[config.mk]
export PLATFORM = sky130hd
export DESIGN_NAME = adcc_conversion_control
export DESIGN_NICKNAME = d
export VERILOG_FILES = /design/src/adcc_pkg.sv /design/src/adcc_conversion_control.sv
export SDC_FILE = /design/constraint.sdc
export NUM_CORES = 1
export LEC_CHECK = 0
export ABC_AREA = 1
export BUFFER_PORTS_ARGS = -buffer_cell sky130_fd_sc_hd__buf_4
export CAP_MARGIN = 20
export CELL_PAD_IN_SITES_DETAIL_PLACEMENT = 1
export CELL_PAD_IN_SITES_GLOBAL_PLACEMENT = 2
export CORE_ASPECT_RATIO = 0.75
export CORE_UTILIZATION = 29
export CTS_CLUSTER_SIZE = 10
export DETAILED_ROUTE_END_ITERATION = 16
export GPL_ROUTABILITY_DRIVEN = 0
export HOLD_SLACK_MARGIN = 0.12
export PLACE_DENSITY_LB_ADDON = 0.1
export SLEW_MARGIN = 20
export SYNTH_ARGS = -nofsm -noshare
export SYNTH_HDL_FRONTEND = slang
export SYNTH_SLANG_ARGS = --single-unit
[constraint.sdc]
create_clock -name aclk -period 4.35 [get_ports aclk]
set_input_delay 0.2175 -clock aclk [delete_from_list [all_inputs] [get_ports aclk]]
set_output_delay 0.2175 -clock aclk [all_outputs]
set_load 0.005 [all_outputs]
[src/adcc_pkg.sv]
/*
  Shared constants and types of the converter control block: register
  indices, field layouts, reset values, timing counts and bus answers.
  Assumes a 32-bit AXI4-Lite register bus and one 125 MHz clock that also
  stands in for the oscillator period.
*/
package adcc_pkg;

  // ---------------------------------------------------------------
  // Register map (index; byte address is four times the index)
  // ---------------------------------------------------------------
  localparam int ADDR_W = 12;
  localparam logic [7:0] IDX_RESULT = 8'h1E;
  localparam logic [7:0] IDX_CTRL = 8'h1F;
  localparam logic [7:0] IDX_PINCFG = 8'h9F;
  localparam logic [7:0] IDX_IRQ_STATUS = 8'hA0;
  localparam logic [7:0] IDX_IRQ_MASK = 8'hA1;
  localparam logic [7:0] IDX_PORT_VIEW = 8'hA2;

  // ---------------------------------------------------------------
  // Reset values and field layouts
  // ---------------------------------------------------------------
  localparam logic [7:0] CTRL_RST = 8'h00;
  localparam logic [7:0] PINCFG_RST = 8'h00;
  localparam logic [7:0] RESULT_RST = 8'h00;
  localparam logic [1:0] IRQ_RST = 2'h0;
  localparam int IRQ_DONE_BIT = 0;
  localparam int IRQ_IGN_BIT = 1;
  localparam int PINCFG_W = 3;
  localparam int NUM_CHAN = 5;

  typedef struct packed {
    logic [1:0] clk_sel;   // conv_clock_select
    logic [2:0] chan;      // input_channel_select
    logic go;              // conversion go flag
    logic unused;          // reads as zero
    logic on;              // converter_on
  } adcc_ctrl_t;

  typedef enum logic [1:0] {
    CLK_OSC2 = 2'h0,
    CLK_OSC8 = 2'h1,
    CLK_OSC32 = 2'h2,
    CLK_RC = 2'h3
  } adcc_clksel_t;

  // ---------------------------------------------------------------
  // Timing: oscillator periods per bit period, counted in half periods
  // ---------------------------------------------------------------
  localparam int TOSC_PER_TAD_0 = 2;
  localparam int TOSC_PER_TAD_1 = 8;
  localparam int TOSC_PER_TAD_2 = 32;
  localparam logic [4:0] HALF_DIV_0 = 5'(TOSC_PER_TAD_0 / 2);
  localparam logic [4:0] HALF_DIV_1 = 5'(TOSC_PER_TAD_1 / 2);
  localparam logic [4:0] HALF_DIV_2 = 5'(TOSC_PER_TAD_2 / 2);
  localparam logic [4:0] CONV_HALF_TADS = 5'h13;   // 9.5 bit periods
  localparam logic [4:0] FIRST_DECIDE = 5'h04;
  localparam logic [3:0] TRIG_MODE = 4'hB;

  // ---------------------------------------------------------------
  // Bus answers
  // ---------------------------------------------------------------
  localparam logic [1:0] RESP_OKAY = 2'h0;
  localparam logic [1:0] RESP_SLVERR = 2'h2;

endpackage

[src/adcc_conversion_control.sv]
/*
  Digital control of an 8-bit successive-approximation converter with its
  register file on AXI4-Lite, a sticky interrupt status with mask, and the
  special event trigger from compare unit two.
  Assumes a synchronous comparator answer and pin levels, an RC tick pulse
  from the internal oscillator, and an outside pin-configuration decode.
*/
// Overview of operation
// - A conversion lasts nine and a half bit periods from start to result.
// - Clock select 00, 01, 10 give 2, 8, 32 oscillator periods; 11 uses the RC tick.
// - The port view reads zero for every pin configured as analog input.
// - A selected pin set as output is converted from its driven digital level.
// - Sequencing does not depend on the channel field or the direction bits.
// - A special event trigger starts only in compare mode 1011 with the converter on.
// - An accepted trigger sets the go flag, starts a conversion and clears the timer.
// - With the converter off a trigger is ignored but still clears the timer.
// - On completion the result loads, the go flag clears and the done flag sets.
// - Channel codes 000 to 100 select channels 0 to 4.
// - Reset turns the converter off, aborts a conversion and resets the registers.
`timescale 1ns/100ps
module adcc_conversion_control (
  input wire logic aclk,                                    // System clock
  input wire logic aresetn,                                 // Sync reset, low
  input wire logic [adcc_pkg::ADDR_W-1:0] s_axi_awaddr,     // Write address
  input wire logic s_axi_awvalid,                           // Write address valid
  output logic s_axi_awready,                               // Write address ready
  input wire logic [31:0] s_axi_wdata,                      // Write data
  input wire logic [3:0] s_axi_wstrb,                       // Write strobes
  input wire logic s_axi_wvalid,                            // Write data valid
  output logic s_axi_wready,                                // Write data ready
  output logic [1:0] s_axi_bresp,                           // Write response
  output logic s_axi_bvalid,                                // Write response valid
  input wire logic s_axi_bready,                            // Write response ready
  input wire logic [adcc_pkg::ADDR_W-1:0] s_axi_araddr,     // Read address
  input wire logic s_axi_arvalid,                           // Read address valid
  output logic s_axi_arready,                               // Read address ready
  output logic [31:0] s_axi_rdata,                          // Read data
  output logic [1:0] s_axi_rresp,                           // Read response
  output logic s_axi_rvalid,                                // Read data valid
  input wire logic s_axi_rready,                            // Read data ready
  input wire logic rc_tick,                                 // RC half-period pulse
  input wire logic cmp_above,                               // Input above trial code
  input wire logic [adcc_pkg::NUM_CHAN-1:0] pin_dir_input,  // Direction, 1 = input
  input wire logic [adcc_pkg::NUM_CHAN-1:0] pin_out_level,  // Driven pin levels
  input wire logic [7:0] port_pin_level,                    // Raw port levels
  input wire logic [7:0] analog_pin_mask,                   // 1 = analog pin
  input wire logic special_event_trig,                      // Compare unit pulse
  input wire logic [3:0] compare_mode_field,                // Compare unit mode
  output logic [7:0] dac_code,                              // Trial code
  output logic [2:0] input_channel_select,                  // Channel to mux
  output logic acquire,                                     // Hold cap tracks input
  output logic [adcc_pkg::PINCFG_W-1:0] pin_config_field,   // To pin decode
  output logic timer_clear,                                 // Clears 16-bit counter
  output logic irq                                          // Level interrupt
);
  import adcc_pkg::*;

  // ---------------------------------------------------------------
  // Declarations
  // ---------------------------------------------------------------
  typedef enum logic {ST_IDLE, ST_CONV} adcc_state_t;

  adcc_state_t state_r;
  adcc_ctrl_t ctrl_r;
  adcc_ctrl_t wd;
  logic [7:0] result_r;
  logic [PINCFG_W-1:0] pincfg_r;
  logic [1:0] irq_stat_r;
  logic [1:0] irq_mask_r;
  logic [ADDR_W-1:0] awaddr_r;
  logic [31:0] wdata_r;
  logic wstrb0_r;
  logic [4:0] div_cnt_r;
  logic [4:0] half_cnt_r;
  logic [2:0] bit_idx_r;
  logic [7:0] sar_r;
  logic [7:0] sar_nxt;
  logic [4:0] half_div;
  logic [4:0] half_nxt;
  logic wr_fire;
  logic wr_ctrl;
  logic half_tick;
  logic decide;
  logic cmp_bit;
  logic sw_go;
  logic trig_ok;
  logic start;
  logic done;
  logic [7:0] rd_mux;
  logic rd_ok;
  logic [1:0] stat_nxt;

  // Register index from a byte address; null index for addresses at or above 0x400
  function automatic logic [7:0] reg_index(input logic [ADDR_W-1:0] a);
    reg_index = (a[ADDR_W-1:10] == '0) ? a[9:2] : 8'hFF;
  endfunction

  // Register exists at this index
  function automatic logic reg_mapped(input logic [7:0] i);
    reg_mapped = (i == IDX_RESULT) || (i == IDX_CTRL) || (i == IDX_PINCFG) ||
                 (i == IDX_IRQ_STATUS) || (i == IDX_IRQ_MASK) || (i == IDX_PORT_VIEW);
  endfunction

  // ---------------------------------------------------------------
  // AXI4-Lite write channel
  // ---------------------------------------------------------------
  // Address and data taken in either order; the write lands once both are in
  assign wr_fire = !s_axi_awready && !s_axi_wready && !s_axi_bvalid;
  assign wd = adcc_ctrl_t'(wdata_r[7:0]);
  assign wr_ctrl = wr_fire && wstrb0_r && (reg_index(awaddr_r) == IDX_CTRL);

  always_ff @(posedge aclk) begin
    if (!aresetn) begin
      s_axi_awready <= 1'b1;
      s_axi_wready <= 1'b1;
      s_axi_bvalid <= 1'b0;
      s_axi_bresp <= RESP_OKAY;
      awaddr_r <= '0;
      wdata_r <= '0;
      wstrb0_r <= 1'b0;
    end else begin
      if (s_axi_awvalid && s_axi_awready) begin
        s_axi_awready <= 1'b0;
        awaddr_r <= s_axi_awaddr;
      end
      if (s_axi_wvalid && s_axi_wready) begin
        s_axi_wready <= 1'b0;
        wdata_r <= s_axi_wdata;
        wstrb0_r <= s_axi_wstrb[0];
      end
      if (wr_fire) begin
        s_axi_bvalid <= 1'b1;
        s_axi_bresp <= reg_mapped(reg_index(awaddr_r)) ? RESP_OKAY : RESP_SLVERR;
      end
      if (s_axi_bvalid && s_axi_bready) begin
        s_axi_bvalid <= 1'b0;
        s_axi_awready <= 1'b1;
        s_axi_wready <= 1'b1;
      end
    end
  end

  // ---------------------------------------------------------------
  // AXI4-Lite read channel
  // ---------------------------------------------------------------
  // Read data mux; narrow registers sit in the low bits
  always_comb begin
    rd_mux = 8'h00;
    rd_ok = reg_mapped(reg_index(s_axi_araddr));
    case (reg_index(s_axi_araddr))
      IDX_RESULT: rd_mux = result_r;
      IDX_CTRL: rd_mux = {ctrl_r.clk_sel, ctrl_r.chan, ctrl_r.go, 1'b0, ctrl_r.on};
      IDX_PINCFG: rd_mux = {5'h00, pincfg_r};
      IDX_IRQ_STATUS: rd_mux = {6'h00, irq_stat_r};
      IDX_IRQ_MASK: rd_mux = {6'h00, irq_mask_r};
      IDX_PORT_VIEW: rd_mux = port_pin_level & ~analog_pin_mask;
      default: rd_mux = 8'h00;
    endcase
  end

  // One-cycle read answer, held until taken
  always_ff @(posedge aclk) begin
    if (!aresetn) begin
      s_axi_arready <= 1'b1;
      s_axi_rvalid <= 1'b0;
      s_axi_rdata <= '0;
      s_axi_rresp <= RESP_OKAY;
    end else if (s_axi_arvalid && s_axi_arready) begin
      s_axi_arready <= 1'b0;
      s_axi_rvalid <= 1'b1;
      s_axi_rdata <= {24'h000000, rd_mux};
      s_axi_rresp <= rd_ok ? RESP_OKAY : RESP_SLVERR;
    end else if (s_axi_rvalid && s_axi_rready) begin
      s_axi_rvalid <= 1'b0;
      s_axi_arready <= 1'b1;
    end
  end

  // ---------------------------------------------------------------
  // Start qualification
  // ---------------------------------------------------------------
  // Go needs the converter already on, so on and go in one write only turn it on and start nothing
  assign sw_go = wr_ctrl && wd.go && wd.on && ctrl_r.on && (state_r == ST_IDLE);
  assign trig_ok = special_event_trig && (compare_mode_field == TRIG_MODE) &&
                   ctrl_r.on && (state_r == ST_IDLE);
  assign start = sw_go || trig_ok;

  // ---------------------------------------------------------------
  // Bit period timebase
  // ---------------------------------------------------------------
  // Half bit period, so the closing half period needs no second counter
  always_comb begin
    case (ctrl_r.clk_sel)
      CLK_OSC2: half_div = HALF_DIV_0;
      CLK_OSC8: half_div = HALF_DIV_1;
      CLK_OSC32: half_div = HALF_DIV_2;
      default: half_div = HALF_DIV_0;
    endcase
  end

  assign half_tick = (state_r == ST_CONV) &&
                     ((ctrl_r.clk_sel == CLK_RC) ? rc_tick : (div_cnt_r == half_div - 5'h01));

  // Divider restarts at each start so the first period is whole
  always_ff @(posedge aclk) begin
    if (!aresetn || start || half_tick || state_r == ST_IDLE) begin
      div_cnt_r <= 5'h00;
    end else begin
      div_cnt_r <= div_cnt_r + 5'h01;
    end
  end

  // ---------------------------------------------------------------
  // Successive approximation sequencer
  // ---------------------------------------------------------------
  // Same sequence for any channel or direction; only the compare source moves
  assign half_nxt = half_cnt_r + 5'h01;
  assign decide = half_tick && (half_nxt >= FIRST_DECIDE) && !half_nxt[0];
  assign done = half_tick && (half_nxt == CONV_HALF_TADS);
  assign cmp_bit = (ctrl_r.chan < 3'(NUM_CHAN) && !pin_dir_input[ctrl_r.chan]) ?
                   pin_out_level[ctrl_r.chan] : cmp_above;

  // Keep the trial bit when the input is above, then try the next one down
  always_comb begin
    sar_nxt = sar_r;
    if (decide) begin
      sar_nxt[bit_idx_r] = cmp_bit;
      if (bit_idx_r != 3'h0) begin
        sar_nxt[bit_idx_r - 3'h1] = 1'b1;
      end
    end
  end

  always_ff @(posedge aclk) begin
    if (!aresetn) begin
      state_r <= ST_IDLE;
      half_cnt_r <= 5'h00;
      bit_idx_r <= 3'h7;
      sar_r <= 8'h00;
    end else begin
      case (state_r)
        ST_IDLE: begin
          if (start) begin
            state_r <= ST_CONV;
            half_cnt_r <= 5'h00;
            bit_idx_r <= 3'h7;
            sar_r <= 8'h80;
          end
        end
        ST_CONV: begin
          if (!ctrl_r.on || done) begin
            state_r <= ST_IDLE;
          end else if (half_tick) begin
            half_cnt_r <= half_nxt;
          end
          if (decide) begin
            bit_idx_r <= bit_idx_r - 3'h1;
          end
          sar_r <= sar_nxt;
        end
        default: state_r <= ST_IDLE;
      endcase
    end
  end

  // ---------------------------------------------------------------
  // Control, configuration and result registers
  // ---------------------------------------------------------------
  // Go is set by start, cleared by completion or by switching off
  always_ff @(posedge aclk) begin
    if (!aresetn) begin
      ctrl_r <= adcc_ctrl_t'(CTRL_RST);
    end else begin
      if (wr_ctrl) begin
        ctrl_r.clk_sel <= wd.clk_sel;
        ctrl_r.chan <= wd.chan;
        ctrl_r.on <= wd.on;
      end
      if (start) begin
        ctrl_r.go <= 1'b1;
      end else if (done || (wr_ctrl && !wd.on)) begin
        ctrl_r.go <= 1'b0;
      end
    end
  end

  always_ff @(posedge aclk) begin
    if (!aresetn) begin
      pincfg_r <= PINCFG_RST[PINCFG_W-1:0];
    end else if (wr_fire && wstrb0_r && reg_index(awaddr_r) == IDX_PINCFG) begin
      pincfg_r <= wdata_r[PINCFG_W-1:0];
    end
  end

  // Completion wins over a software write in the same cycle
  always_ff @(posedge aclk) begin
    if (!aresetn) begin
      result_r <= RESULT_RST;
    end else if (done) begin
      result_r <= sar_nxt;
    end else if (wr_fire && wstrb0_r && reg_index(awaddr_r) == IDX_RESULT) begin
      result_r <= wdata_r[7:0];
    end
  end

  // ---------------------------------------------------------------
  // Interrupt status and mask
  // ---------------------------------------------------------------
  // Write one to clear; a new event in the same cycle stays set
  always_comb begin
    stat_nxt = irq_stat_r;
    if (wr_fire && wstrb0_r && reg_index(awaddr_r) == IDX_IRQ_STATUS) begin
      stat_nxt = irq_stat_r & ~wdata_r[1:0];
    end
    if (done) begin
      stat_nxt[IRQ_DONE_BIT] = 1'b1;
    end
    if (special_event_trig && !ctrl_r.on) begin
      stat_nxt[IRQ_IGN_BIT] = 1'b1;
    end
  end

  always_ff @(posedge aclk) begin
    if (!aresetn) begin
      irq_stat_r <= IRQ_RST;
      irq_mask_r <= IRQ_RST;
      irq <= 1'b0;
    end else begin
      irq_stat_r <= stat_nxt;
      irq <= |(irq_stat_r & irq_mask_r);
      if (wr_fire && wstrb0_r && reg_index(awaddr_r) == IDX_IRQ_MASK) begin
        irq_mask_r <= wdata_r[1:0];
      end
    end
  end

  // ---------------------------------------------------------------
  // Outputs to the analog side and the timer
  // ---------------------------------------------------------------
  // Timer clear follows every trigger, accepted or not
  always_ff @(posedge aclk) begin
    if (!aresetn) begin
      timer_clear <= 1'b0;
      dac_code <= 8'h00;
      input_channel_select <= 3'h0;
      acquire <= 1'b0;
      pin_config_field <= PINCFG_RST[PINCFG_W-1:0];
    end else begin
      timer_clear <= special_event_trig;
      dac_code <= sar_nxt;
      input_channel_select <= ctrl_r.chan;
      acquire <= ctrl_r.on && (state_r == ST_IDLE) && !start;
      pin_config_field <= pincfg_r;
    end
  end

  // ---------------------------------------------------------------
  // Checks
  // ---------------------------------------------------------------
  logic [9:0] conv_cyc_r;
  logic [1:0] sel_at_start_r;
  logic rd_port_r;

  always_ff @(posedge aclk) begin
    if (!aresetn || start) begin
      conv_cyc_r <= 10'h000;
      // A software start writes the select in the same cycle, so take the new value
      sel_at_start_r <= start ? (wr_ctrl ? wd.clk_sel : ctrl_r.clk_sel) : 2'h0;
    end else if (state_r == ST_CONV) begin
      conv_cyc_r <= conv_cyc_r + 10'h001;
    end
    rd_port_r <= s_axi_arvalid && s_axi_arready &&
                 reg_index(s_axi_araddr) == IDX_PORT_VIEW;
  end

  chk_conv_length: assert property (@(posedge aclk) disable iff (!aresetn)
    done && sel_at_start_r == CLK_OSC8 && ctrl_r.clk_sel == CLK_OSC8 |->
      conv_cyc_r == 10'h04B) else $error("conversion length wrong");
  chk_done_effects: assert property (@(posedge aclk) disable iff (!aresetn)
    done |=> !ctrl_r.go && irq_stat_r[IRQ_DONE_BIT] && state_r == ST_IDLE)
    else $error("completion effects missing");
  chk_trig_accept: assert property (@(posedge aclk) disable iff (!aresetn)
    special_event_trig && compare_mode_field == TRIG_MODE && ctrl_r.on && !ctrl_r.go
      |=> ctrl_r.go && state_r == ST_CONV && timer_clear)
    else $error("trigger not accepted");
  chk_trig_wrong_mode: assert property (@(posedge aclk) disable iff (!aresetn)
    state_r == ST_IDLE && special_event_trig && compare_mode_field != TRIG_MODE && !sw_go
      |=> state_r == ST_IDLE) else $error("trigger started in wrong mode");
  chk_trig_off: assert property (@(posedge aclk) disable iff (!aresetn)
    special_event_trig && !ctrl_r.on |=> timer_clear && !ctrl_r.go)
    else $error("trigger with converter off misbehaved");
  chk_no_restart: assert property (@(posedge aclk) disable iff (!aresetn)
    state_r == ST_CONV && ctrl_r.on && !done |=> half_cnt_r >= $past(half_cnt_r))
    else $error("conversion restarted");
  chk_port_analog_zero: assert property (@(posedge aclk) disable iff (!aresetn)
    rd_port_r |-> (s_axi_rdata[7:0] & $past(analog_pin_mask)) == 8'h00)
    else $error("analog pin read as one");
  chk_digital_pin: assert property (@(posedge aclk) disable iff (!aresetn)
    decide && ctrl_r.chan < 3'(NUM_CHAN) && !pin_dir_input[ctrl_r.chan] |=>
      sar_r[$past(bit_idx_r)] == $past(pin_out_level[ctrl_r.chan]))
    else $error("driven pin level not converted");
  chk_reset_off: assert property (@(posedge aclk)
    !aresetn |=> ctrl_r == adcc_ctrl_t'(CTRL_RST) && state_r == ST_IDLE)
    else $error("reset did not turn converter off");
  chk_irq_level: assert property (@(posedge aclk) disable iff (!aresetn)
    ##1 irq == |($past(irq_stat_r) & $past(irq_mask_r)))
    else $error("interrupt level wrong");

  cov_sw_conv: cover property (@(posedge aclk) disable iff (!aresetn) sw_go ##[1:300] done);
  cov_trig_conv: cover property (@(posedge aclk) disable iff (!aresetn) trig_ok ##[1:300] done);
  cov_trig_off: cover property (@(posedge aclk) disable iff (!aresetn)
    special_event_trig && !ctrl_r.on);

endmodule

Word level (Yosys, flattened, before mapping)
Cells that the tools add are included.
Cells by class
  $lt $le $gt $ge: 7
  add/sub/neg operators: 4
  bitwise logic cells: 8
  eq/ne operators: 22
  mux-type cells: 42
  reduce and logical (&&, ||, !) cells: 68
Operators by type and width (number)
  8-bit equality test (second input constant): 8
  8-bit two-way mux: 7
  8-bit one-hot mux with 6 select lines: 1
  8-bit by 5-bit equality test with 1-bit output (second input constant): 4
  1-bit logical AND: 31
  5-bit one-hot mux with 2 select lines: 2
  1-bit logical OR: 16
  1-bit two-way mux: 16
  8-bit one-hot mux with 2 select lines: 1
  5-bit two-way mux: 3
  3-bit by 4-bit less-than comparator with 1-bit output (second input constant): 3
  5-bit by 1-bit adder with 5-bit output (second input constant): 2
  2-bit nonzero test: 5
  1-bit logical NOT: 9
  8-bit AND: 1
  8-bit bitwise mux: 1
  8-bit NOT: 1
  8-bit bitwise OR: 1
  1-bit binary-select mux with 3-bit select: 2
  1-bit demux with 3-bit select: 2
  3-bit by 1-bit greater-or-equal comparator with 1-bit output (second input constant): 2
  2-bit two-way mux: 3
  3-bit two-way mux: 2
  3-bit one-hot mux with 2 select lines: 1
  other kinds (20): 27
Storage, ports and cells
  word-level logic and storage cells: 182
  bits of input ports: 100
  register bits after elaboration: 99
  output and inout port bits: 58

Logic depth before layout (Yosys ltp)
Gate-level depths: netlist (run 1).
  word-level depth: 13
  depth in mapped cells: 15
  depth with buffers taken out: 15

Worst setup path before layout (run 1)
Ideal clock, no wire load.
  path kind: register -> register
  start: reg bit_idx_r[0]
  end: reg result_r[6]
  stages on the path, launching flop included: 11
  clock period less this slack: 1.919 ns
  slack: 2.431 ns
  buffers on the path: 1
  data arrival time: 1.804 ns
  library setup time: 0.115 ns
  required time: 4.235 ns
  cells stage by stage: dfxtp_1 buf_2 clkinv_1 ha_1 xnor2_1 nor2_1 a211o_1 nand3_1 nand2_1 o21ai_0 inv_1
Between the ends
  word-level cells in the longest chain between the ends: 9
  elaborated cells on any way between the ends: 17
  those cells by class: add/sub: 1; order compare: 4; mux: 8; bitwise: 1; reduce/logical: 3
RTL lines
  from (decl): RTL line adcc_conversion_control.sv:75  | logic [2:0] bit_idx_r;
  from (signal assigned): RTL line adcc_conversion_control.sv:257  | bit_idx_r <= bit_idx_r - 3'h1;
  3-bit by 1-bit subtractor with 3-bit output, or another cell as far along: RTL line adcc_conversion_control.sv:229  | sar_nxt[bit_idx_r - 3'h1] = 1'b1;
  3-bit by 4-bit less-than comparator with 1-bit output (not written as such), or another cell as far along: RTL line adcc_conversion_control.sv:229
  1-bit logical AND (not written as such) / 1-bit two-way mux (equally long branches): RTL line adcc_conversion_control.sv:229, adcc_conversion_control.sv:227
  1-bit two-way mux (not written as such) / 1-bit demux with 3-bit select (equally long branches): RTL line adcc_conversion_control.sv:229, adcc_conversion_control.sv:227
  1-bit demux with 3-bit select / 8-bit bitwise mux (equally long branches): RTL line adcc_conversion_control.sv:229, adcc_conversion_control.sv:227
  8-bit bitwise OR (no source line)
  8-bit two-way mux (*): RTL line adcc_conversion_control.sv:228  | if (bit_idx_r != 3'h0) begin
  8-bit two-way mux (*): RTL line adcc_conversion_control.sv:226  | if (decide) begin
  8-bit two-way mux (*): RTL line adcc_conversion_control.sv:299  | end else if (done) begin
  to (signal assigned): RTL line adcc_conversion_control.sv:300  | result_r <= sar_nxt;
  to (signal assigned): RTL line adcc_conversion_control.sv:302  | result_r <= wdata_r[7:0];
  to (decl): RTL line adcc_conversion_control.sv:66  | logic [7:0] result_r;
Every way passes the cells marked *; elsewhere a longest branch is shown, timed or not.
A chain may end at the register's enable or synchronous reset.

Worst setup path in the final report (run 1)
  start: reg ctrl_r[6] (netlist bit)
  end: reg result_r[3]
Between the ends
  word-level cells in the longest chain between the ends: 10
  elaborated cells on any way between the ends: 14
  those cells by class: add/sub: 1; eq/ne: 4; mux: 4; reduce/logical: 5
RTL lines
  from (decl): RTL line adcc_conversion_control.sv:64  | adcc_ctrl_t ctrl_r;
  from (signal assigned): RTL line adcc_conversion_control.sv:272  | ctrl_r <= adcc_ctrl_t'(CTRL_RST);
  2-bit equality test / 2-bit by 1-bit equality test with 1-bit output (equally long branches): RTL line adcc_conversion_control.sv:193  | case (ctrl_r.clk_sel)
  5-bit one-hot mux with 2 select lines: RTL line adcc_conversion_control.sv:193
  5-bit by 1-bit subtractor with 5-bit output: RTL line adcc_conversion_control.sv:202  | ((ctrl_r.clk_sel == CLK_RC) ? rc_tick : (div_cnt_r == half_div - 5'h01));
  5-bit equality test: RTL line adcc_conversion_control.sv:202
  1-bit two-way mux (*): RTL line adcc_conversion_control.sv:202
  1-bit logical AND (*): RTL line adcc_conversion_control.sv:201  | assign half_tick = (state_r == ST_CONV) &&
  1-bit logical AND (2 in series): RTL line adcc_conversion_control.sv:218  | assign decide = half_tick && (half_nxt >= FIRST_DECIDE) && !half_nxt[0];
  8-bit two-way mux: RTL line adcc_conversion_control.sv:226
  8-bit two-way mux: RTL line adcc_conversion_control.sv:299
Marks and branches as above.

==> key figures, run 1 <==
Worst setup path
  • Critical Path Start: ctrl_r[6]
  • Worst Reg-to-Reg Cells: 12
  • Worst EP required: 4.61 ns
  • Most frequent cell on the critical path: nand2_1
  • Stages on worst setup path: 12
  • Crit path capture: result_r[3]
  • Crit path capture type: flip-flop
  • Reg2reg start: ctrl_r[6]
  • Delay-heaviest family, CP: simple AND/OR/NAND/NOR gates
  • Reg2reg end: result_r[3]
  • Setup CP Type: flip-flop to flip-flop
  • CP startpoint kind: flip-flop
  • Crit path buf inv count: 3
  • Ordered list of cells on the worst path: inv_1, ha_1, inv_1, nand2_1, nand3_1, nand2_1, nand3_1, nand2_2, nand2_1, inv_1, nand2_1, o21ai_0
  • CP arrival: between 2 and 3 ns
  • Worst-path fanout max: 15
  • R2R setup slack: 1.90 ns
  • Critical path's largest stage delay: ~0.33 ns
  • Crit-path slowest cell: nand2_1

Die
  • Starting Density: 0.2995
  • Core area: between 15000 and 20000 um^2
  • Die Height: around 110 um
  • Rows: 40
  • I/O pin count: roughly 160
  • DIE AREA: ~17000 um^2
  • DIE WIDTH: approximately 150 um

Timing
  • Relative slew slack: 0.5353
  • Final period util: 0.5630
  • Slew Limit Fails: 0
  • Hold Vio Cnt, Final: 0
  • Worst-margin pin slew: 0.6971 ns
  • Endpoints failing setup: 0
  • Final clock skew: 0.008273 ns
  • RSZ-0062 raised after global routing: false
  • F_max: 0.4083 GHz
  • Setup TNS: 0 ns
  • Crit path time final: about 2.4 ns

Pwr
  • Internal Power: about 1500 uW
  • Sw power: around 440 uW
  • Sw Ratio: 0.2209
  • Peak VDD IR: approximately 0.00018 V
  • Combinational power share: 0.079
  • Power share of the sequential group: 0.460
  • Clock share of power: 0.461
  • Pleak: 0.002741 uW
  • Power density cells: 328.0 nW/um^2

Outcome
  • Status: completed

Synthesis
  • Flops & latches, synth: 95
  • Top-count cell post-synth: nand2_1
  • Yosys top cell area share: 0.3917
  • Cells after Synth: just under 700
  • Sequential share of the synthesized area: 0.3917
  • Largest area contributor in the netlist: dfxtp_1
  • Mapped Area: ~4900 um^2
  • Synth warn: 0
  • Post-synth top cells: 143 x nand2_1, 95 x dfxtp_1, 77 x inv_1, 65 x nor2_1, 54 x o21ai_0
  • Post-synth ARST share: 0
  • Post-synth EDFFs: 0
  • Ys flop type: dfxtp_1
  • Mapped Avg Cell Area: 6.997 um^2
  • Ranking of synthesized cells by area: dfxtp_1 39%, nand2_1 11%, inv_1 6.0%
  • Distinct cells, synth: 46

Global routing
  • Congestion Overflow GR: 0
  • Largest net degree at the start of global routing: 68
  • Initial antenna violation count: 0
  • Via count of the first global-routing pass: roughly 4.7k
  • First-pass GRT wire length: 24520 um
  • GRT Util Overall: 0.1845

Drt
  • DR WL/cell: between 15 and 20 um
  • Vias/cell: between 4 and 5
  • Drt first pass iters: 4
  • WL met2: 6613 um
  • Vias: between 4k and 5k
  • Wire length on met1: between 7000 and 8000 um
  • WL met3: around 770 um
  • Final WL: between 15000 and 20000 um
  • Final ANT Viol Nets: 0
  • Top routing layer in use: met4
  • DR DRC count: 0
  • Initial drt markers: between 150 and 200

Placement
  • Port Buffers: 100
  • Post-DP HPWL: approximately 12000 um
  • Cell Area, Placed: about 5700 um^2

Clocking
  • H-Tree Depth: 3
  • CTS Sinks: 95
  • Max clock buf depth: 2
  • CTS tree: done
  • Clk_lat worst skew: between 0.3 and 0.4 ns
  • CTS resizes: 0
  • Reg clk slew, reported paths: ~0.07 ns
  • Post-CTS Setup Inserts: 0
  • TritonCTS Buffers: 9
  • Clock Tree Root: clkbuf_16

Hold path
  • Worst hold-check path type: input pin to flip-flop

Layout
  • Flip-flop and latch area: about 1900 um^2
  • Ant. Diodes: 0
  • Share of cells above drive strength 1: 0.1787
  • Area Growth Syn to Fin: 24.12%
  • Area occupied by multi-input gates: roughly 2400 um^2
  • Filler Cells Inserted: approximately 2.1k
  • Design Area, Final: around 6000 um^2
  • Nets: 892

Run
  • Max-Cap Viols: 0
[worst min path at each step]
stage	start	end	slack [ns]	depth (start not counted)
after global routing	special_event_trig	timer_clear	0.13	3
after detailed placement	pincfg_r[0]	pin_config_field[0]	0.44	2
final	s_axi_wvalid	s_axi_wready	0.13	2
after floorplan	s_axi_awvalid	s_axi_awready	0.32	1
after global placement	s_axi_awvalid	s_axi_awready	0.42	2
after CTS	s_axi_wvalid	s_axi_wready	0.12	2
[worst register-to-register path, stage by stage, from the launching register on]
cell     delay, ns
dfxtp_1       0.32
inv_1         0.20
ha_1          0.29
inv_1         0.08
nand2_1       0.07
nand3_1       0.07
nand2_1       0.09
nand3_1       0.12
nand2_2       0.13
nand2_1       0.33
inv_1         0.34
nand2_1       0.14
o21ai_0       0.20
[cells by family after synthesis]
kind of cell	Yosys count	share of synthesized area
simple gates	320	0.3007
compound gates	136	0.1551
buf+inv	130	0.1239
flops	95	0.3917
fa+ha+maj	8	0.02061
xor+xnor	4	0.007216
other cells	1	0.0007723
[metrics by stage]
stage / setup slack, ns / total power (uW) / utilization / hold WS (ns) / std cells
2_1_floorplan: 2.431 / 1015 / - / 0.3179 / 719
3_3_place_gp: 1.943 / 1081 / 0.3501 / 0.4208 / 982
3_5_place_dp: 1.860 / 1085 / 0.3501 / 0.4385 / 982
4_1_cts: 1.843 / 2005 / 0.3717 / 0.1229 / 999
5_1_grt: 1.635 / 2061 / 0.3717 / 0.1343 / 999
6_report: 1.901 / 1977 / 0.3717 / 0.1308 / 999
[layout make-up]
type | count | share of cell area
well taps | 210 | 0.04360
inverters | 82 | 0.05107
clock inverters | 3 | 0.01495
flip-flops and latches | 95 | 0.3155
clock buffers | 13 | 0.04152
repair buffers | 102 | 0.1275
multi-input cells | 494 | 0.4059
[repair_timing]
action | 4_1_cts | 5_1_grt
hold buffers | 1 | 0
endpoints found under the setup margin | 0 | 0
hold endpoints to repair | 1 | 0
[layer usage]
metal	up-vias	GRT usage
li1	2426	-
met5	-	0
met4	0	0.04200
met2	111	0.2828
met3	6	0.03745
met1	2202	0.2639
[flip-flops by register name, summed over array words and instances, names as in the netlist, 5 cells and up]
register	count
result_r	8
dac_code	8
wdata_r	8
ctrl_r	7
s_axi_rdata	8
sar_r	8
half_cnt_r	5
awaddr_r	10
div_cnt_r	5
[power groups by stage]
stage               combinational, uW  clock (uW)  sequential, uW
floorplan                        92.4           0             923
global placement                  153           0             928
detailed placement                156           0             929
CTS                               157         939             909
global route                      176         974             911
finish                            155         912             910
[cell usage in the layout, fill, tap and decap left out, types with 2 or more instances in the layout]
cell type	n
nor2_2	5
bufinv_16	3
xnor2_1	2
xor2_1	2
or2_2	2
o21ai_0	54
nand2_2	6
nand2_1	143
clkinv_1	2
o211ai_1	9
dfxtp_1	95
a211oi_1	4
conb_1	26
a21oi_1	50
inv_1	77
clkbuf_1	3
nor4_1	2
nor2_1	65
nand3_1	53
a211o_1	2
nand3_2	2
nand3b_1	7
buf_4	101
nand4_1	21
ha_1	8
nor3_2	4
inv_2	3
o21ai_1	6
nor3_1	6
clkbuf_16	9
Power figures use the tool's default switching activity.
==> run 2, diff against run 1 <==
CORE_UTILIZATION = 27   (was 29)
clock period = 2.5 ns   (was 4.35 ns; I/O delays follow)
==> run 2 against run 1 <==
  * Combinational power rose by 100%
  * Via count rose by 3.1%
  * Worst hold slack improved by 0.068 ns
  * Routed wire length rose by 5.0%
  * First-iteration DRC count rose by 15%
  * Core utilization fell by 1.0 points
  * Global-route usage fell by 0.39 points
  * Cell count rose by 6.5%
  * Critical path type is now input pin to flip-flop
  * Highest routed layer unchanged
==> key figures, run 2 (same netlist as run 1, synthesis figures left out) <==
Pwr
  • Pleak: 0.002868 uW (+4.6%)
  • Clock share of power: 0.437 (-0.024)
  • Peak VDD IR: 0.0002862 V (+58%)
  • Power share of the sequential group: 0.470 (+0.010)
  • Sw power: 825.1 uW (+89%)
  • Internal Power: 2538 uW (+65%)
  • Sw Ratio: 0.2453 (+0.02442)
  • Combinational power share: 0.093 (+0.014)
  • Power density cells: 528.2 nW/um^2 (+61%)

Worst setup path
  • Setup CP Type: input pin to flip-flop
  • R2R setup slack: 0.29 ns (-1.61 ns)
  • Worst EP required: 2.74 ns (-1.87 ns)
  • Crit path capture type: flip-flop
  • Worst Reg-to-Reg Cells: 14 (+2)
  • Reg2reg start: ctrl_r[6]
  • Reg2reg end: result_r[4]
  • CP arrival: 2.54 ns (-0.17 ns)
  • Worst-path fanout max: 20 (+5)
  • CP startpoint kind: input pin

Timing
  • Slew Limit Fails: 0 (unchanged)
  • Final period util: 0.9215
  • Post-layout worst setup margin: 0.1964 ns (-1.705 ns)
  • RSZ-0062 raised after global routing: false
  • Hold Vio Cnt, Final: 0 (unchanged)
  • F_max: roughly 0.43 GHz
  • Worst-margin pin slew: 0.5429 ns (-0.1542 ns)
  • Setup TNS: 0 ns (unchanged)
  • Relative slew slack: 0.6372 (+0.1019)
  • Endpoints failing setup: 0 (unchanged)
  • Final clock skew: 0.008653 ns (+0.0003792 ns)
  • Crit path time final: between 2 and 2.5 ns

Drt
  • DR WL/cell: 15.13 um (-1.4%)
  • Vias/cell: 4.600 (-3.2%)
  • Initial drt markers: 188 (+15%)
  • Final WL: 16100 um (+5.0%)
  • WL met3: 584 um (-24%)
  • WL met2: 7060 um (+6.8%)
  • DR DRC count: 0 (unchanged)
  • Wire length on met1: 8286 um (+5.5%)
  • Final ANT Viol Nets: 0 (unchanged)
  • Top routing layer in use: met4
  • Drt first pass iters: 4 (unchanged)
  • Vias: 4894 (+3.1%)

Layout
  • Max FFs per register: 10 (unchanged)
  • Largest reg by FF count: awaddr_r
  • Area occupied by multi-input gates: 2454 um^2 (+0.31%)
  • Nets: 925 (+3.7%)
  • Ant. Diodes: 0 (unchanged)
  • Filler Cells Inserted: 2191 (+5.3%)
  • Commonest non-fill, non-tap cells in the layout: 142 x nand2_1, 108 x buf_4, 95 x dfxtp_1
  • Flip-flop and latch area: 1902 um^2 (unchanged)
  • Leading cell type in the layout, fill and taps excluded: nand2_1
  • Area Growth Syn to Fin: 31.13%
  • Share of cells above drive strength 1: 0.1861 (+0.007424)

Clocking
  • TritonCTS Buffers: 9 (unchanged)
  • Clk_lat worst skew: 0.35 ns (about the same)
  • CTS Sinks: 95 (unchanged)
  • Max clock buf depth: 2 (unchanged)
  • Post-CTS Setup Inserts: 0 (unchanged)
  • Reg clk slew, reported paths: 0.07 ns (about the same)
  • Clock Tree Root: clkbuf_16
  • CTS tree: done
  • H-Tree Depth: 3 (unchanged)

Die
  • Starting Density: 0.2758 (-0.02362)
  • DIE WIDTH: 156.9 um (+3.6%)
  • Die Height: 118.1 um (+3.6%)
  • Core area: 17600 um^2 (+8.6%)
  • Rows: 42 (+5.0%)
  • I/O pin count: 158 (unchanged)
  • DIE AREA: 18530 um^2 (+7.3%)

Run
  • Max-Cap Viols: 0 (unchanged)

Placement
  • Post-DP HPWL: 12160 um (+2.3%)
  • Place WS: 0.1991 ns (-1.661 ns)
  • Port Buffers: 100 (unchanged)

Outcome
  • Status: completed

Global routing
  • Largest net degree at the start of global routing: 49 (-28%)
  • GRT Util Overall: 0.1805 (-0.003946)
  • Via count of the first global-routing pass: 5024 (+6.2%)
  • First-pass GRT wire length: 25880 um (+5.5%)
  • Congestion Overflow GR: 0 (unchanged)
  • Initial antenna violation count: 0 (unchanged)

Hold path
  • Worst hold-check path type: input pin to flip-flop
  • Worst Hold Launch: port_pin_level[0]
  • Worst hold path depth: 5 (+3)
  • Hold endpoint: s_axi_rdata[0]
-- run 2: cell types whose count changed in the layout (fill, tap and decap cells not counted) --
| cell | delta |
|---|---|
| dlygate4sd3_1 | +26 |
| buf_4 | +7 |
| clkbuf_1 | -3 |
| bufinv_16 | -2 |
| clkinv_4 | +2 |
| clkinvlp_4 | +2 |
| clkbuf_8 | +1 |
| clkinv_1 | -1 |
| inv_6 | +1 |
| nand2_1 | -1 |
| nand2_4 | +1 |
-- run 2: final cells by class --
cell class	count	area share
clock inverter	5	0.01002
timing repair buffer	135	0.1698
tap	242	0.04755
clock buffer	11	0.03969
multi-input combinational	494	0.3853
inverter	82	0.04893
sequential	95	0.2987
-- run 2: worst max path at each step --
stage                  from             to  slack, ns
6_report            aresetn  s_axi_awready       0.20
5_1_grt           ctrl_r[6]    result_r[4]       0.04
4_1_cts             aresetn  s_axi_awready       0.10
3_5_place_dp      ctrl_r[6]    result_r[4]       0.20
3_3_place_gp      ctrl_r[6]       sar_r[5]       0.29
2_1_floorplan  bit_idx_r[0]    result_r[6]       0.58
-- run 2: through the flow --
step	utilization	total power (uW)	hold slack, ns	cell area (um^2)	cells
finish	0.3617	3363	0.1991	6367	1064
global route	0.3617	3519	0.2388	6367	1064
global placement	0.3277	1889	0.3301	5769	1021
detailed placement	0.3277	1895	0.3392	5769	1021
floorplan	-	1767	0.2254	4950	719
CTS	0.3611	3425	0.1906	6356	1064
-- run 2: metal layers --
layer  GRT usage  up-vias
met2      0.2775       95
met3     0.03850       12
met1      0.2555     2306
li1            -     2481
met4     0.04228        0
met5           0        -
-- run 2: what timing repair did --
item,in CTS,in global routing
endpoints found under the setup margin,0,12
hold endpoints to repair,27,0
resized for setup,0,3
hold buffers,27,0
-- run 2: power by group through the flow --
stage / Clock [uW] / Combinational [uW] / Sequential, uW
2_1_floorplan: 0 / 161 / 1610
3_3_place_gp: 0 / 272 / 1620
3_5_place_dp: 0 / 278 / 1620
4_1_cts: 1530 / 313 / 1580
5_1_grt: 1580 / 348 / 1590
6_report: 1470 / 312 / 1580
-- run 2: critical path, stage by stage --
cell           delay [ns]
dlygate4sd3_1        0.54
buf_4                0.27
clkinvlp_4           0.32
buf_4                0.30
a21oi_1              0.23
o21ai_0              0.14
dlygate4sd3_1        0.58
==> run 3, diff against run 2 <==
PLACE_DENSITY = 0.92   (was unset)
PLACE_DENSITY_LB_ADDON = unset   (was 0.1)
==> run 3 against run 2 <==
  * Sequential power barely moved
  * Cell count fell by 0.19%
  * Critical path depth rose by 3
  * Combinational power barely moved
  * First-iteration DRC count rose by 34%
  * Sequential cell count did not move
  * Final area fell by 1.1%
  * Die area did not move
  * Routed wire length fell by 3.6%
  * Non-clock buffer count did not move
  * Clock-buffer cell count rose by 2
  * Clock skew rose by 0.00051 ns
  * Critical path type is now flip-flop to flip-flop
==> key figures, run 3 (same netlist as run 1, synthesis figures left out) <==
Die
  • Core area: 17600 um^2 (unchanged)
  • I/O pin count: 158 (unchanged)
  • DIE WIDTH: 156.9 um (unchanged)
  • Die Height: 118.1 um (unchanged)
  • Starting Density: 0.2758 (unchanged)
  • DIE AREA: 18530 um^2 (unchanged)
  • Rows: 42 (unchanged)

Drt
  • Vias/cell: 4.592 (-0.16%)
  • Final ANT Viol Nets: 0 (unchanged)
  • Vias: 4877 (-0.35%)
  • DR DRC count: 0 (unchanged)
  • Drt first pass iters: 4 (unchanged)
  • Final WL: 15520 um (-3.6%)
  • Initial drt markers: 252 (+34%)
  • DR WL/cell: 14.61 um (-3.4%)

Global routing
  • Congestion Overflow GR: 0 (unchanged)
  • Largest net degree at the start of global routing: 39 (-20%)
  • First-pass GRT wire length: 24810 um (-4.1%)
  • Initial antenna violation count: 0 (unchanged)
  • Via count of the first global-routing pass: 4874 (-3.0%)
  • GRT Util Overall: 0.1730 (-0.007479)

Clocking
  • Clk_lat worst skew: 0.35 ns (about the same)
  • CTS resizes: 0 (unchanged)
  • Reg clk slew, reported paths: 0.06 ns (about the same)
  • CTS Sinks: 95 (unchanged)
  • CTS tree: done
  • TritonCTS Buffers: 9 (unchanged)
  • Clock Tree Root: clkbuf_16
  • Max clock buf depth: 2 (unchanged)
  • H-Tree Depth: 3 (unchanged)

Timing
  • Final clock skew: 0.009158 ns (+0.0005050 ns)
  • RSZ-0062 raised after global routing: false
  • Hold Vio Cnt, Final: 0 (unchanged)
  • Endpoints failing setup: 0 (unchanged)
  • Slew Limit Fails: 0 (unchanged)
  • F_max: 0.4477 GHz (+3.1%)
  • Final period util: 0.8934 (-0.02806)
  • Worst-margin pin slew: 0.5034 ns (-0.03949 ns)
  • Setup TNS: 0 ns (unchanged)
  • Hold WS: 0.1676 ns (-0.03148 ns)
  • Crit path time final: 2.234 ns (-0.07014 ns)
  • Relative slew slack: 0.6613 (+0.02411)

Layout
  • Ant. Diodes: 0 (unchanged)
  • Area Growth Syn to Fin: 29.73%
  • Largest reg by FF count: awaddr_r
  • Share of cells above drive strength 1: 0.1817 (-0.004424)
  • Commonest non-fill, non-tap cells in the layout: 143 x nand2_1, 110 x buf_4, 95 x dfxtp_1
  • Leading cell type in the layout, fill and taps excluded: nand2_1
  • Max FFs per register: 10 (unchanged)
  • Nets: 925 (unchanged)

Worst setup path
  • Setup CP Type: flip-flop to flip-flop
  • Crit path capture type: flip-flop
  • CP arrival: 2.47 ns (-0.07 ns)
  • Worst EP required: 2.74 ns (about the same)
  • CP startpoint kind: flip-flop
  • Worst-path fanout max: 10 (-50%)

Hold path
  • Worst hold-check path type: input pin to flip-flop

Placement
  • Post-DP HPWL: 11720 um (-3.6%)
  • Port Buffers: 100 (unchanged)

Pwr
  • Post-route total power: 3187 uW (-5.2%)
  • Pleak: 0.002849 uW (-0.68%)
  • Power density cells: 505.9 nW/um^2 (-4.2%)
  • Peak VDD IR: 0.0002635 V (-7.9%)

Outcome
  • Status: completed

Run
  • Max-Cap Viols: 0 (unchanged)
-- run 3: final timing paths --
kind | start | endpoint | slack [ns] | cells past startpoint
min reg2reg | pincfg_r[1] | pin_config_field[1] | 0.43 | 2
max reg2reg | half_cnt_r[0] | half_cnt_r[4] | 0.27 | 10
max | half_cnt_r[0] | half_cnt_r[4] | 0.27 | 10
min | aresetn | half_cnt_r[3] | 0.17 | 3
-- run 3: metal layers --
layer,part of all wire,track usage,up-vias
met4,0.0066,0.03431,0
met5,0,0,-
met2,0.41,0.2519,109
li1,-,-,2473
met1,0.53,0.2539,2287
met3,0.054,0.04510,8
-- run 3: per-stage QoR --
| stage | instances | util | cell area [um^2] | setup WS (ns) |
|---|---|---|---|---|
| after floorplan | 719 | - | 4950 | 0.5809 |
| after global placement | 1023 | 0.3286 | 5784 | 0.3848 |
| after detailed placement | 1023 | 0.3286 | 5784 | 0.2932 |
| after CTS | 1062 | 0.3579 | 6300 | 0.2803 |
| after global routing | 1062 | 0.3579 | 6300 | 0.03556 |
| final | 1062 | 0.3579 | 6300 | 0.2665 |
-- run 3: what timing repair did --
item	in CTS	in global routing
hold buffers	25	0
setup buffers	0	0
hold endpoints to repair	25	0
-- run 3: report_power, final --
part | internal, uW | switching, uW | leakage, uW
sequential | 1550 | 34.1 | 0.000772
combinational | 149 | 160 | 0.00195
clock | 718 | 576 | 0.000132
-- run 3: cell type report --
| cell class | instances | area [um^2] |
|---|---|---|
| multi-input combinational | 494 | 2446 |
| clock inverter | 1 | 5.005 |
| tap | 242 | 302.8 |
| sequential | 95 | 1902 |
| clock buffer | 13 | 260.3 |
| fill | 2227 | 11300 |
| inverter | 82 | 307.8 |
| timing repair buffer | 135 | 1076 |
-- run 3: critical path: stages, from the launching register on --
cell and delay (ns):
dfxtp_1 0.43, ha_1 0.23, nand2_1 0.11, nand2_1 0.09, nand3_1 0.10, nor3b_1 0.33, nand2_1 0.27, nand2_1 0.17
nand2_2 0.15, a21oi_1 0.17, nor2_1 0.07
